$ cat src/verilog/pss_pkg.sv
// Constants, types and timing counts for the switching sequencer.
// Assumes a single 25 MHz clock and comparator inputs already synchronous to it.
// How it works
// Enable at supply turn-on, then switch only after mains peak exceeds brown-in.
// Mains below brownout level keeps switching until a 50 ms timer expires.
// Confirmed brownout stops switching and forces the compensation node to zero.
// After brownout, restart with soft-start once mains peak exceeds brown-in again.
// Output undershoot of 4 percent selects four times error-amplifier gain.
// Output deviation of 4 percent overshoot selects eight times gain.
// Valley input is ignored for 0.3 us after every gate turn-off.
// Valley needs the input above the high level, then below the low level.
// Turn-on waits for dead-time end and valley, then a 150 ns delay.
// No valley within 180 us after turn-off forces a turn-on.
// Dead time grows as load falls, limited to a 23 us maximum.
// Dead time is maximum when compensation level reaches the crossover threshold.
// Compensation below burst-stop level stops switching after five soft-off pulses.
// Compensation back at burst-resume level resumes with five soft-on pulses.
// Burst-off powers down most internal functions.
// Sense above current limit ends the present on-pulse.
// Current-limit comparison is blanked 300 ns after each turn-on.
// Fault comparison uses its own shorter 250 ns blanking.
// Fault level in two consecutive timeout-restart cycles latches the fault and stops.
// Fault clears after 80 ms, or on brown-in, brownout or lockout.
// Gate is low in brownout, burst-off, fault, lockout or before enable.
package pss_pkg;
    localparam int CLK_HZ = 25_000_000;
    localparam int CLK_NS = 40;

    localparam int VALLEY_BLANK_NS    = 300;
    localparam int VALLEY_DELAY_NS    = 150;
    localparam int RESTART_TIMEOUT_NS = 180_000;
    localparam int DEAD_MAX_NS        = 23_000;
    localparam int LIMIT_BLANK_NS     = 300;
    localparam int FAULT_BLANK_NS     = 250;
    localparam int BROWNOUT_MS        = 50;
    localparam int RECOVERY_MS        = 80;
    localparam int ON_TIME_NS         = 10_000;

    // Least times round up, longest times round down.
    localparam int VALLEY_BLANK_CYC = (VALLEY_BLANK_NS + CLK_NS - 1) / CLK_NS;
    localparam int VALLEY_DELAY_CYC = (VALLEY_DELAY_NS + CLK_NS - 1) / CLK_NS;
    localparam int RESTART_CYC      = RESTART_TIMEOUT_NS / CLK_NS;
    localparam int DEAD_MAX_CYC     = DEAD_MAX_NS / CLK_NS;
    localparam int LIMIT_BLANK_CYC  = (LIMIT_BLANK_NS + CLK_NS - 1) / CLK_NS;
    localparam int FAULT_BLANK_CYC  = (FAULT_BLANK_NS + CLK_NS - 1) / CLK_NS;
    localparam int BROWNOUT_CYC     = BROWNOUT_MS * (CLK_HZ / 1000);
    localparam int RECOVERY_CYC     = RECOVERY_MS * (CLK_HZ / 1000);
    localparam int ON_TIME_CYC      = ON_TIME_NS / CLK_NS;

    localparam int SOFT_PULSES      = 5;
    localparam int TW               = 24;
    localparam int LW               = 8;

    // Compensation level code: 1 LSB = 2 mV of internal comp level.
    localparam logic [LW-1:0] CROSSOVER_CODE = 8'hbe;
    localparam logic [LW-1:0] BURST_STOP_CODE = 8'h1e;
    localparam logic [LW-1:0] BURST_RESUME_CODE = 8'h3c;

    typedef enum logic [1:0] {
        PSS_GAIN_X1 = 2'b00,
        PSS_GAIN_X4 = 2'b01,
        PSS_GAIN_X8 = 2'b10
    } pss_gain_t;

    typedef enum logic [2:0] {
        PSS_OFF    = 3'b000,
        PSS_WAIT   = 3'b001,
        PSS_DELAY  = 3'b010,
        PSS_ON     = 3'b011,
        PSS_PARKED = 3'b100
    } pss_state_t;
endpackage

$ cat src/verilog/pss_if.sv
`timescale 1ns/1ps
// Timer hand-off between the sequencer and its off-time timer.
// Assumes both ends share the sequencer clock.
interface pss_if;
    import pss_pkg::*;
    logic          start;
    logic [TW-1:0] dead_cyc;
    logic          blank_done;
    logic          dead_done;
    logic          timeout;
    modport seq   (output start, output dead_cyc, input blank_done, input dead_done,
                   input timeout);
    modport timer (input start, input dead_cyc, output blank_done, output dead_done,
                   output timeout);
endinterface

$ cat src/verilog/pss_sequencer.sv
`timescale 1ns/1ps
// Switching sequencer for a boost power-factor stage.
// Assumes digitized comparator inputs synchronous to ref_clk and an 8-bit comp level code.
module pss_sequencer
    import pss_pkg::*;
#(
    parameter int BROWNOUT_CYCLES = BROWNOUT_CYC,
    parameter int RECOVERY_CYCLES = RECOVERY_CYC
) (
    input  wire logic                   ref_clk,
    input  wire logic                   reset,
    input  wire logic                   supply_on,
    input  wire logic                   mains_above_brown_in,
    input  wire logic                   mains_below_brown_out,
    input  wire logic                   out_undershoot,
    input  wire logic                   out_overshoot,
    input  wire logic                   valley_above_high,
    input  wire logic                   valley_below_low,
    input  wire logic                   sense_over_limit,
    input  wire logic                   sense_over_fault,
    input  wire logic [pss_pkg::LW-1:0] internal_comp_level,
    output logic                        gate,
    output logic                        comp_discharge,
    output logic                        soft_start,
    output pss_pkg::pss_gain_t          amp_gain,
    output logic                        low_power,
    output logic                        soft_pulse,
    output logic                        brownout,
    output logic                        overcurrent_fault
);
    import pss_pkg::*;

    pss_if tif ();

    pss_off_timer u_timer (
        .ref_clk (ref_clk),
        .reset   (reset),
        .tif     (tif)
    );

    pss_state_t    state;
    pss_state_t    next_state;
    logic          enabled;
    logic          next_enabled;
    logic          running;
    logic          next_running;
    logic          next_brownout;
    logic [TW-1:0] bo_cnt;
    logic [TW-1:0] next_bo_cnt;
    logic [TW-1:0] rec_cnt;
    logic [TW-1:0] next_rec_cnt;
    logic          next_fault;
    logic          fault_hit;
    logic          next_fault_hit;
    logic          prev_fault_hit;
    logic          next_prev_fault_hit;
    logic          armed;
    logic          next_armed;
    logic [TW-1:0] tcnt;
    logic [TW-1:0] next_tcnt;
    logic          by_timeout;
    logic          next_by_timeout;
    logic          bursting;
    logic          next_bursting;
    logic [2:0]    soft_cnt;
    logic [2:0]    next_soft_cnt;
    logic          next_gate;
    logic          next_comp_discharge;
    logic          next_soft_start;
    pss_gain_t     next_amp_gain;
    logic          next_soft_pulse;
    logic [TW-1:0] dead_cyc;
    logic          brown_in_evt;
    logic          brownout_evt;
    logic          allowed;
    logic          turn_off;
    logic          fault_seen;

    // Dead time grows linearly as the comp level falls toward the crossover.
    function automatic logic [TW-1:0] dead_for(input logic [LW-1:0] lvl);
        logic [TW-1:0] span;
        span = '0;
        if (lvl <= CROSSOVER_CODE) begin
            span = TW'(DEAD_MAX_CYC);
        end else if (lvl < CROSSOVER_CODE + 8'h40) begin
            span = TW'((DEAD_MAX_CYC * (CROSSOVER_CODE + 8'h40 - lvl)) / 64);
        end
        return span;
    endfunction

    assign dead_cyc     = dead_for(internal_comp_level);
    assign tif.dead_cyc = dead_cyc;
    assign brown_in_evt = enabled && !running && mains_above_brown_in;
    assign brownout_evt = running && (bo_cnt == TW'(BROWNOUT_CYCLES - 1));
    // Lockout acts at once.
    assign allowed      = supply_on && enabled && running && !overcurrent_fault
                          && !(bursting && soft_cnt == 3'd0);
    assign turn_off     = (state == PSS_ON) && (next_state != PSS_ON);
    assign tif.start    = turn_off;
    // Hits in the cycle that ends the pulse count too.
    assign fault_seen   = fault_hit || (state == PSS_ON && sense_over_fault
                          && tcnt >= TW'(FAULT_BLANK_CYC));

    // Enable, brown-in and brownout supervision.
    always_comb begin
        next_enabled        = supply_on;
        next_running        = running;
        next_brownout       = brownout;
        next_bo_cnt         = '0;
        next_comp_discharge = comp_discharge;
        next_soft_start     = 1'b0;
        if (!supply_on) begin
            next_running        = 1'b0;
            next_brownout       = 1'b0;
            next_comp_discharge = 1'b1;
        end else if (brown_in_evt) begin
            next_running        = 1'b1;
            next_brownout       = 1'b0;
            next_comp_discharge = 1'b0;
            next_soft_start     = 1'b1;
        end else if (running && mains_below_brown_out) begin
            next_bo_cnt = bo_cnt + 1'b1;
            if (brownout_evt) begin
                next_running        = 1'b0;
                next_brownout       = 1'b1;
                next_comp_discharge = 1'b1;
                next_bo_cnt         = '0;
            end
        end
    end

    // Over-current fault latch and recovery timer.
    always_comb begin
        next_fault          = overcurrent_fault;
        next_rec_cnt        = '0;
        next_fault_hit      = fault_hit;
        next_prev_fault_hit = prev_fault_hit;
        if (state == PSS_ON && tcnt >= TW'(FAULT_BLANK_CYC) && sense_over_fault) begin
            next_fault_hit = 1'b1;
        end
        if (turn_off) begin
            next_fault_hit = 1'b0;
            // Only timeout restarts take part in the count.
            if (by_timeout) begin
                next_prev_fault_hit = fault_seen;
                if (fault_seen && prev_fault_hit) begin
                    next_fault = 1'b1;
                end
            end
        end
        if (overcurrent_fault) begin
            next_rec_cnt = rec_cnt + 1'b1;
            if (rec_cnt == TW'(RECOVERY_CYCLES - 1)) begin
                next_fault   = 1'b0;
                next_rec_cnt = '0;
            end
        end
        if (!supply_on || brown_in_evt || brownout_evt) begin
            next_fault          = 1'b0;
            next_rec_cnt        = '0;
            next_prev_fault_hit = 1'b0;
        end
    end

    // Burst control with soft-off and soft-on pulse counts.
    always_comb begin
        next_bursting   = bursting;
        next_soft_cnt   = soft_cnt;
        next_soft_pulse = 1'b0;
        if (!running) begin
            next_bursting = 1'b0;
            next_soft_cnt = '0;
        end else if (!bursting && internal_comp_level < BURST_STOP_CODE) begin
            next_bursting = 1'b1;
            next_soft_cnt = 3'(SOFT_PULSES);
        end else if (bursting && soft_cnt == 3'd0
                     && internal_comp_level >= BURST_RESUME_CODE) begin
            next_bursting = 1'b0;
            next_soft_cnt = 3'(SOFT_PULSES);
        end else if (turn_off && soft_cnt != 3'd0) begin
            next_soft_cnt   = soft_cnt - 1'b1;
            next_soft_pulse = 1'b1;
        end
    end

    // Error-amplifier gain select.
    always_comb begin
        next_amp_gain = PSS_GAIN_X1;
        if (out_overshoot) begin
            next_amp_gain = PSS_GAIN_X8;
        end else if (out_undershoot) begin
            next_amp_gain = PSS_GAIN_X4;
        end
    end

    // Gate sequencing.
    always_comb begin
        next_state      = state;
        next_tcnt       = tcnt + 1'b1;
        next_armed      = armed;
        next_by_timeout = by_timeout;
        next_gate       = 1'b0;
        unique case (state)
            PSS_OFF: begin
                next_tcnt = '0;
                if (allowed) begin
                    next_state = PSS_WAIT;
                end
            end
            PSS_WAIT: begin
                next_tcnt = '0;
                if (tif.blank_done && valley_above_high) begin
                    next_armed = 1'b1;
                end
                if (tif.timeout) begin
                    next_state      = PSS_DELAY;
                    next_by_timeout = 1'b1;
                end else if (tif.dead_done && armed && valley_below_low) begin
                    next_state      = PSS_DELAY;
                    next_by_timeout = 1'b0;
                end
            end
            PSS_DELAY: begin
                if (tcnt >= TW'(VALLEY_DELAY_CYC - 1)) begin
                    next_state = PSS_ON;
                    next_tcnt  = '0;
                    next_gate  = 1'b1;
                end
            end
            PSS_ON: begin
                next_gate = 1'b1;
                if ((tcnt >= TW'(LIMIT_BLANK_CYC) && sense_over_limit)
                    || tcnt >= TW'(ON_TIME_CYC - 1)) begin
                    next_state = PSS_PARKED;
                    next_gate  = 1'b0;
                    next_armed = 1'b0;
                end
            end
            PSS_PARKED: begin
                next_tcnt  = '0;
                next_state = PSS_WAIT;
            end
            default: begin
                next_state = PSS_OFF;
            end
        endcase
        if (!allowed) begin
            next_state = (state == PSS_ON) ? PSS_PARKED : PSS_OFF;
            next_gate  = 1'b0;
            // Arming never survives a stop.
            next_armed = 1'b0;
        end
    end

    always_ff @(posedge ref_clk) begin
        if (reset) begin
            state             <= PSS_OFF;
            enabled           <= 1'b0;
            running           <= 1'b0;
            brownout          <= 1'b0;
            bo_cnt            <= '0;
            rec_cnt           <= '0;
            overcurrent_fault <= 1'b0;
            fault_hit         <= 1'b0;
            prev_fault_hit    <= 1'b0;
            armed             <= 1'b0;
            tcnt              <= '0;
            by_timeout        <= 1'b0;
            bursting          <= 1'b0;
            soft_cnt          <= '0;
            gate              <= 1'b0;
            comp_discharge    <= 1'b1;
            soft_start        <= 1'b0;
            amp_gain          <= PSS_GAIN_X1;
            soft_pulse        <= 1'b0;
        end else begin
            state             <= next_state;
            enabled           <= next_enabled;
            running           <= next_running;
            brownout          <= next_brownout;
            bo_cnt            <= next_bo_cnt;
            rec_cnt           <= next_rec_cnt;
            overcurrent_fault <= next_fault;
            fault_hit         <= next_fault_hit;
            prev_fault_hit    <= next_prev_fault_hit;
            armed             <= next_armed;
            tcnt              <= next_tcnt;
            by_timeout        <= next_by_timeout;
            bursting          <= next_bursting;
            soft_cnt          <= next_soft_cnt;
            gate              <= next_gate;
            comp_discharge    <= next_comp_discharge;
            soft_start        <= next_soft_start;
            amp_gain          <= next_amp_gain;
            soft_pulse        <= next_soft_pulse;
        end
    end

    // Most internal blocks sleep while bursting with no soft pulses left.
    assign low_power = bursting && (soft_cnt == 3'd0);
endmodule

$ cat src/verilog/pss_off_timer.sv
`timescale 1ns/1ps
// Off-time timer: counts from gate turn-off for blanking, dead time and timeout.
// Assumes start is a one-cycle pulse at each turn-off.
module pss_off_timer
    import pss_pkg::*;
(
    input  wire logic ref_clk,
    input  wire logic reset,
    pss_if.timer      tif
);
    logic [TW-1:0] count;
    logic [TW-1:0] next_count;

    always_comb begin
        next_count = count;
        if (tif.start) begin
            next_count = '0;
        end else if (count < TW'(RESTART_CYC)) begin
            next_count = count + 1'b1;
        end
    end

    always_ff @(posedge ref_clk) begin
        if (reset) begin
            count <= TW'(RESTART_CYC);
        end else begin
            count <= next_count;
        end
    end

    assign tif.blank_done = count >= TW'(VALLEY_BLANK_CYC);
    assign tif.dead_done  = count >= tif.dead_cyc;
    assign tif.timeout    = count >= TW'(RESTART_CYC);
endmodule

$ cat config.mk
export PLATFORM = sky130hd
export DESIGN_NAME = pss_sequencer
export DESIGN_NICKNAME = d
export VERILOG_FILES = /design/src/verilog/pss_pkg.sv /design/src/verilog/pss_if.sv /design/src/verilog/pss_sequencer.sv /design/src/verilog/pss_off_timer.sv
export SDC_FILE = /design/constraint.sdc
export NUM_CORES = 1
export LEC_CHECK = 0
export ABC_AREA = 1
export BUFFER_PORTS_ARGS = -buffer_cell sky130_fd_sc_hd__buf_2
export CORE_ASPECT_RATIO = 0.9
export CORE_MARGIN = 2
export CORE_UTILIZATION = 50
export DETAILED_ROUTE_END_ITERATION = 8
export PLACE_DENSITY = 0.72
export SLEW_MARGIN = 20
export SYNTH_ARGS = -nofsm -noshare
export SYNTH_HDL_FRONTEND = slang
export SYNTH_SLANG_ARGS = --single-unit
$ cat constraint.sdc
create_clock -name ref_clk -period 7.7 [get_ports ref_clk]
set_clock_uncertainty 0.2 [all_clocks]
set_input_delay 1.925 -clock ref_clk [delete_from_list [all_inputs] [get_ports ref_clk]]
set_output_delay 1.925 -clock ref_clk [all_outputs]
set_load 0.05 [all_outputs]
# Word-level counts from Yosys, hierarchy flattened

Index checks and enable logic that the tools add are counted.
W data, S select, Z words.

Logic and storage cells: 155
Register bits after elaboration: 117

Reduce and logical (&&, ||, !) cells: 58
Equal/unequal tests: 9
Muxes and demuxes: 41
$add $sub $neg: 6
$lt $le $gt $ge: 12
Bitwise logic cells: 5
Multiply operators: 1

Operator list:

| kind                    | count |
|---|---|
| $add A24 B1 Y24 const B | 4 |
| $mux W24                | 3 |
| $eq A24 B21 Y1 const B  | 2 |
| $ge A24 B4 Y1 const B   | 2 |
| $pmux W24 S2            | 1 |
| $mux W3                 | 9 |
| $mux W13                | 2 |
| $ge A24 B13 Y1 const B  | 1 |
| $ge A24 B2 Y1 const B   | 1 |
| $ge A24 B24 Y1          | 1 |
| $ge A24 B3 Y1 const B   | 1 |
| $ge A24 B8 Y1 const B   | 1 |
| $lt A24 B13 Y1 const B  | 1 |
| $logic_and A1 B1 Y1     | 22 |
| $mux W1                 | 22 |
| $mul A11 B9 Y20 const A | 1 |
| $reduce_or A2 Y1        | 7 |
| $pmux W3 S4             | 1 |
| $reduce_bool A2 Y1      | 6 |
| $sub A8 B8 Y9 const A   | 1 |
| $ge A8 B6 Y1 const B    | 1 |
| $le A8 B8 Y1 const B    | 1 |
| $lt A8 B5 Y1 const B    | 1 |
| $lt A8 B8 Y1 const B    | 1 |
| other kinds (18)        | 39 |

# Longest topological paths before layout

Gate-level depths: netlist of the first run.

Word-level depth: 17
Gate-level depth with buffers: 41
Gate-level depth less buffers: 41

# Hierarchy

A second synthesis of the first run with hierarchy kept.

Cell total of the unflattened synthesis: 1189
Area, all modules: 8390.5 um2

By module, submodules not included:

| module        | cells an instance | instances | area an instance (um2) | sequential area each (um2) |
|---|---|---|---|---|
| pss_sequencer | 898               | 1         | 6490.0                 | 1861.8 |
| pss_off_timer | 291               | 1         | 1900.6                 | 480.5 |

# Worst setup path before layout of the first run

No wires, ideal clock.

Path kind: input to register
Start: in internal_comp_level[4] in the netlist's numbering
End: reg state[1]
Stages: 38
Data required time: 7436 ps
Slack: -472 ps
Buffers on the path: 0
Arrival time: 7908 ps
Cell sequence: inv_1 -> nor3_1 -> nand2_1 -> or2_2 -> nand2_1 -> xor2_1 -> inv_1 -> ha_1 -> nor2_1 -> inv_1 -> fa_1 -> inv_1 -> fa_1 -> inv_1 -> fa_1 -> fa_1 -> ha_1 -> a21oi_1 -> [2 not listed] -> nand4_1 -> nand2_1 -> nand3_1 -> o211ai_1 -> nand3_1 -> ha_1 -> nand2_1 -> nor2_1 -> nand4_1 -> nor2_1 -> nand2_1 -> nand3_1 -> nand2_1 -> nand2_1 -> nand2_1 -> nand2_1 -> nand2_1 -> nor2_1

Word-level cells in the longest chain between the ends: 11
Elaborated cells on any way between the ends: 13
Those cells by class: add/sub (1); mul (1); order compare (3); mux (6); reduce/logical (2)

RTL lines:

| what                                | RTL line             | source |
|---|---|---|
| start: declaration                  | pss_sequencer.sv:21  | `input wire logic [pss_pkg::LW-1:0] internal_comp_level,` |
| $sub A8 B8 Y9                       | pss_sequencer.sv:86  | `span = TW'((DEAD_MAX_CYC * (CROSSOVER_CODE + 8'h40 - lvl)) / 64);` |
| $mul A11 B9 Y20                     | pss_sequencer.sv:86  |  |
| $mux W24                            | pss_sequencer.sv:85  | `end else if (lvl < CROSSOVER_CODE + 8'h40) begin` |
| $mux W24 *                          | pss_sequencer.sv:83  | `if (lvl <= CROSSOVER_CODE) begin` |
| $ge A24 B24 Y1 *                    | pss_off_timer.sv:32  | `assign tif.dead_done = count >= tif.dead_cyc;` |
| $logic_and A1 B1 Y1 * (2 in series) | pss_sequencer.sv:218 | `end else if (tif.dead_done && armed && valley_below_low) begin` |
| $mux W3 *                           | pss_sequencer.sv:218 |  |
| $mux W3 *                           | pss_sequencer.sv:215 | `if (tif.timeout) begin` |
| $pmux W3 S4 *                       | pss_sequencer.sv:203 | `unique case (state)` |
| $mux W3 *                           | pss_sequencer.sv:247 | `if (!allowed) begin` |
| end signal: assignment              | pss_sequencer.sv:277 | `state <= next_state;` |
| end: declaration                    | pss_sequencer.sv:41  | `pss_state_t state;` |

Mark *: on every way between the ends. The rest lies on a longest branch, timed or not.
A chain may end at the register's enable or synchronous reset.

# Worst setup path in the final report of the first run

Start: in internal_comp_level[1] in the netlist's numbering
End: reg state[1]

The elaborated chain is that of the path after synthesis.

==> results_dict.tcl, run 1 <==
set metrics [dict create \
    run_status "complete, no violations" \
    cts_sinks 117 \
    post_drt_wl_per_cell_um 12.3 \
    syn_inst 1163 \
    synth-main-ff-cell "dfxtp_1" \
    fin_area_sq_mm 0.00990 \
    synth_area_sq_mm 0.00818 \
    grt_max_degree 26 \
    crit_path_end_kind "register" \
    worst_pin_slew_ns 0.685 \
    rsz0062_at_grt "true" \
    viasPerCell 5.10 \
    final_util_pct 61.6 \
    worstSetupStartpointType "input port" \
    cp.arrival_ns 7.81 \
    slowest_delay_ns 0.54 \
    hp-class "reg2reg" \
    cts_hold_buffers 0 \
    die_area_sq_mm 0.0174 \
    grt_usage_pct 20.6 \
    wl_um 18100 \
    num_antenna_cells 0 \
    ys_seq_area_share_pct 28.6 \
    fmax_ghz 0.131 \
    cts_buffer_depth 2 \
    numCtsBuffers 17 \
    synth_seq_cells 117 \
    irDropWorstVdd_mv 0.374 \
    drt_first_pass_iters 5 \
    setup-violations-final 0 \
    placed_cell_area_sq_mm 0.00898 \
    grt-ovfl-total 0 \
    ys_warn_count 0 \
    grt_pass1_vias 6902 \
    p_leak_nw 4.38 \
    cp.required_ns 7.86 \
    whs_ns 0.246 \
    cp_common_cell "nand2_1" \
    synth_fp_nets 1286 \
    port_buffers 27 \
    drive_above_1_share_pct 16.1 \
    finalCriticalPeriod_ns 7.65 \
    period_share_pct 99.3 \
    worst-setup-path-type "in2reg" \
    area_growth_syn_to_layout_pct 21.0 \
    hold_viol 0 \
    vias 7490 \
    syn_avg_cell_area_sq_um 7.03 \
    grt_pass1_wl_um 30300 \
    p_per_area_mw_per_mm2 261 \
    cts.htree.levels 4 \
    die_w_um 139 \
    synth_top_cells_by_area "dfxtp_1, ha_1, nand2_1, inv_1, nor2_1" \
    drv_slew 0 \
    start_util_pct 50.9 \
    nets 1373 \
    initialDrtViolationCount 491 \
    core_area_sq_mm 0.0161 \
    synth_top_cell_area_share_pct 28.6 \
    root_buffer "clkbuf_16" \
    die_y_um 125 \
    crit_slowest_cell "fa_1" \
    synth_cell_type_count 50 \
    gp_congestion 0.918 \
    yosysTopAreaCell "dfxtp_1" \
    ios 28 \
    relSlewSlack_pct 54.3 \
    crit_fanout 6 \
    core.rowCount 44 \
    drc_errors 0 \
    dp_hpwl_um 13400 \
    ys_async_sr_fraction_pct 0 \
    antenna_found_initial 0 \
    clock_latency_ns 0.42 \
    cts_tree "done" \
    ant_nets 0 \
    path_clk_slew_ns 0.06 \
    max_cap_violations 0 \
    synth_edf_count 0 \
    power_mw 2.58 \
]
synth_stat cells, types with 3 or more instances:
master / n
dfxtp_1: 117
o21ai_0: 36
o22ai_1: 4
nor3_1: 44
or2_2: 12
nand4_1: 24
buf_6: 3
a31oi_1: 4
a21oi_1: 62
xnor2_1: 10
nor2_2: 6
xor2_1: 24
o21ai_1: 3
nor3b_1: 11
nand2_2: 4
buf_2: 6
ha_1: 86
nor2_1: 149
fa_1: 18
nand3_1: 66
nor4_1: 8
a211oi_1: 3
inv_1: 202
nand2_1: 225
power breakdown:
| group | switching [mW] | internal (mW) |
|---|---|---|
| combinational | 0.633 | 0.575 |
| clock | 0.274 | 0.489 |
| sequential | 0.00473 | 0.610 |
registers in the layout, indices dropped and copies added, names as in the netlist:
name,count
fault_hit,1
soft_pulse,1
comp_discharge,1
soft_start,1
bursting,1
amp_gain,2
overcurrent_fault,1
armed,1
soft_cnt,3
prev_fault_hit,1
u_timer.count,24
gate,1
enabled,1
running,1
brownout,1
rec_cnt,24
bo_cnt,24
state,3
by_timeout,1
tcnt,24
worst paths after layout:
kind / startpoint / slack (ns) / endpoint / cells after the start
max: internal_comp_level[1] / 0.05 / state[1]$_SDFF_PP0_ / 40
min: rec_cnt[0]$_SDFF_PP0_ / 0.25 / rec_cnt[0]$_SDFF_PP0_ / 1
max reg2reg: soft_cnt[0]$_SDFFE_PP0P_ / 5.02 / u_timer.count[11]$_SDFFE_PP0N_ / 10
min reg2reg: rec_cnt[0]$_SDFF_PP0_ / 0.25 / rec_cnt[0]$_SDFF_PP0_ / 1
layout make-up:
cell class | count | area (sq um)
clock buffers | 22 | 464
multi-input cells | 830 | 5360
flip-flops and latches | 117 | 2340
repair buffers | 80 | 596
well taps | 207 | 259
clock inverters | 10 | 105
inverters | 204 | 773
fillers | 1438 | 6180
cells by family after synthesis:
family          after synthesis  synth area share [%]
fa+ha+maj                   104                  17.6
flops                       117                  28.6
xor+xnor                     34                  3.64
compound gates              126                  8.75
simple gates                566                  31.0
buf+inv                     216                  10.4
repair_timing:
item / 4_1_cts / 5_1_grt
endpoints found under the setup margin: 0 / 3
resized for setup: 0 / 62
buffers inserted: 0 / 8
metrics by stage:
stage          setup TNS (ns)  cells  setup WS [ns]
2_1_floorplan               0   1163         0.0153
3_3_place_gp           -0.367   1429         -0.146
3_5_place_dp           -0.678   1429         -0.243
4_1_cts                     0   1461          0.164
5_1_grt                -0.703   1470         -0.293
6_report                    0   1470         0.0518
critical path, delay by kind of cell:
kind	cells	cell delay, ns
fa+ha+maj	7	2.64
simple gates	22	2.13
compound gates	3	0.42
buf+inv	7	0.53
xor+xnor	1	0.16
layer usage:
layer  wire, um  vias to the layer above  track usage [%]
li1           -                     3925                -
met1       8910                     3436             27.7
met2       8300                      114             33.6
met3        674                       15             4.44
met4        223                        0             6.06
met5          0                        -                0
layout by cell type (no fill, tap or decap), types with 4 or more instances in the layout:
cell type,instances
a21oi_2,6
nand3_1,62
nor2_2,6
ha_4,16
nand2_2,11
buf_2,23
dfxtp_1,117
clkinv_2,6
or2_2,11
xor2_1,21
nand4_1,24
nand3_2,5
buf_4,51
o21ai_1,7
a31oi_1,4
a21oi_1,55
clkbuf_16,18
nor2_4,4
nor3_1,43
ha_1,69
inv_2,9
o21ai_0,31
inv_1,193
o22ai_1,4
nand2_1,216
nor3b_1,11
fa_1,15
xnor2_1,10
nor2_1,147
nor4_1,8
No activity file was read; power rests on OpenSTA's default activity.
==> run 2: changes to the inputs <==
- CORE_UTILIZATION: 50 -> 40
- PLACE_DENSITY: 0.72 -> 0.61
- RECOVER_POWER: unset -> 25
==> run 2 against run 1 <==
Net effect: design area up 1.3%; largest cell class unchanged; power up 2.2%; sequential power barely moved; sequential cell count did not move; via count down 1.3%; first-iteration DRC count shrank 35%; final cell count grew 4.1%; core utilization is 11 points lower; clock-buffer cell count is 2 higher; clock power grew 12%; combinational power down 3%.
==> results_dict.tcl, run 2 (synthesized netlist as in run 1, its figures left out) <==
set metrics [dict create \
    run_status "complete, no violations" \
    wl_um 18200 \
    placed_cell_area_sq_mm 0.00916 \
    viasPerCell 4.83 \
    finalCriticalPeriod_ns 7.49 \
    drc_errors 0 \
    worstSetupStartpointType "input port" \
    crit_fanout 5 \
    instances_no_fill 1530 \
    core.rowCount 49 \
    final_util_pct 50.1 \
    startpoint "internal_comp_level[4]" \
    dp_hpwl_um 13900 \
    drv_slew 0 \
    vias 7393 \
    period_share_pct 97.3 \
    layout_common_cells "nand2_1, inv_1, nor2_1, dfxtp_1, ha_1" \
    antenna_found_initial 0 \
    cts_tree "done" \
    num_antenna_cells 0 \
    hp-class "reg2reg" \
    worst_pin_slew_ns 0.683 \
    ant_nets 0 \
    post_drt_wl_per_cell_um 11.9 \
    drive_above_1_share_pct 15.8 \
    slowest_delay_ns 0.49 \
    die_y_um 140 \
    p_per_area_mw_per_mm2 264 \
    area_growth_syn_to_layout_pct 22.5 \
    rrSetupSlack_ns 5.07 \
    max_cap_violations 0 \
    nets 1385 \
    setup-violations-final 0 \
    relSlewSlack_pct 54.4 \
    port_buffers 27 \
    ios 28 \
    numCtsBuffers 17 \
    rr_worst_depth 10 \
    hold_viol 0 \
    grt-ovfl-total 0 \
    cts_sinks 117 \
    die_w_um 155 \
    fin_tns_setup_ns 0 \
    crit_path_end_kind "register" \
    initialDrtViolationCount 319 \
    fmax_ghz 0.133 \
    fin_area_sq_mm 0.0100 \
    root_buffer "clkbuf_16" \
    grt_pass1_vias 6735 \
    p_leak_nw 4.48 \
    core_area_sq_mm 0.0200 \
    grt_usage_pct 17.1 \
    clock_latency_ns 0.42 \
    cp.required_ns 7.85 \
    crit_end "state[1]$_SDFF_PP0_" \
    cts_buffer_depth 2 \
    final_common_cell "nand2_1" \
    rsz0062_at_grt "true" \
    irDropWorstVdd_mv 0.216 \
    path_clk_slew_ns 0.05 \
    crit_slowest_cell "fa_1" \
    drt_first_pass_iters 5 \
    gp_congestion 0.881 \
    cts_hold_buffers 0 \
    grt_pass1_wl_um 30600 \
    cp.arrival_ns 7.64 \
    placed_cells 1492 \
    r2r_start "soft_cnt[0]$_SDFFE_PP0P_" \
    whs_ns 0.240 \
    cp_common_cell "nand2_1" \
    worst-setup-path-type "in2reg" \
    grt_max_degree 26 \
    r2r-end "u_timer.count[5]$_SDFFE_PP0N_" \
    start_util_pct 40.9 \
    cts.htree.levels 4 \
    die_area_sq_mm 0.0216 \
]
[run 2: cell types whose count changed in the layout (fill, tap and decap cells not counted), moves of 3 or more]
| cell | change |
|---|---|
| buf_4 | +12 |
| inv_1 | +3 |
| o21ai_0 | +3 |
| ha_4 | -5 |
| clkinv_2 | -3 |
| ha_1 | +5 |
| clkbuf_8 | +3 |
| nor2_2 | +3 |
| o21ai_1 | -3 |
| inv_2 | -3 |
[run 2: worst min path at each step]
stage	from	end	slack, ns	cells past startpoint
after detailed placement	bo_cnt[0]$_SDFF_PP0_	bo_cnt[0]$_SDFF_PP0_	0.23	1
after floorplan	bo_cnt[0]$_SDFF_PP0_	bo_cnt[0]$_SDFF_PP0_	0.22	1
final	bo_cnt[0]$_SDFF_PP0_	bo_cnt[0]$_SDFF_PP0_	0.24	1
after global routing	bo_cnt[23]$_SDFF_PP0_	bo_cnt[23]$_SDFF_PP0_	0.27	2
after CTS	bo_cnt[0]$_SDFF_PP0_	bo_cnt[0]$_SDFF_PP0_	0.25	1
after global placement	bo_cnt[0]$_SDFF_PP0_	bo_cnt[0]$_SDFF_PP0_	0.23	1
[run 2: per-layer routing]
metal	global-route usage [%]	part of all wire (%)	wire, um	vias to the layer above
met5	0	0	0	-
met4	4.92	1.9	354	0
met3	3.64	3.3	595	29
met2	26.4	43	7900	97
met1	24.0	51	9390	3329
li1	-	-	-	3938
[run 2: stage by stage]
stage / setup WS, ns / power (mW)
floorplan: 0.0153 / 1.29
global placement: -0.202 / 1.74
detailed placement: -0.266 / 1.74
CTS: 0.132 / 2.61
global route: -0.168 / 2.84
finish: 0.206 / 2.64
[run 2: report_power, final]
part	switching [mW]	total (mW)	internal [mW]	leakage, nW
registers	0.00449	0.615	0.610	0.943
clock network	0.272	0.856	0.583	0.320
logic	0.600	1.17	0.570	3.22
[run 2: worst max-delay path: cells and delay by family]
| family | cells | cell delay [ns] |
|---|---|---|
| AO/OA/AOI/OAI | 3 | 0.50 |
| XOR/XNOR | 1 | 0.21 |
| AND/OR/NAND/NOR | 22 | 2.23 |
| adder cells (fa/ha/maj) | 6 | 2.23 |
| buffers and inverters | 6 | 0.53 |
[run 2: cell type report]
type,instances,area (sq um)
fillers,1950,9970
clock inverters,8,144
flip-flops and latches,117,2340
repair buffers,92,684
clock buffers,24,502
multi-input cells,830,5260
well taps,255,319
inverters,204,771
[run 2: timing repair]
| item | CTS | global route |
|---|---|---|
| setup buffers | 0 | 5 |
| gates resized for setup | 0 | 43 |
| endpoints found under the setup margin | 0 | 3 |
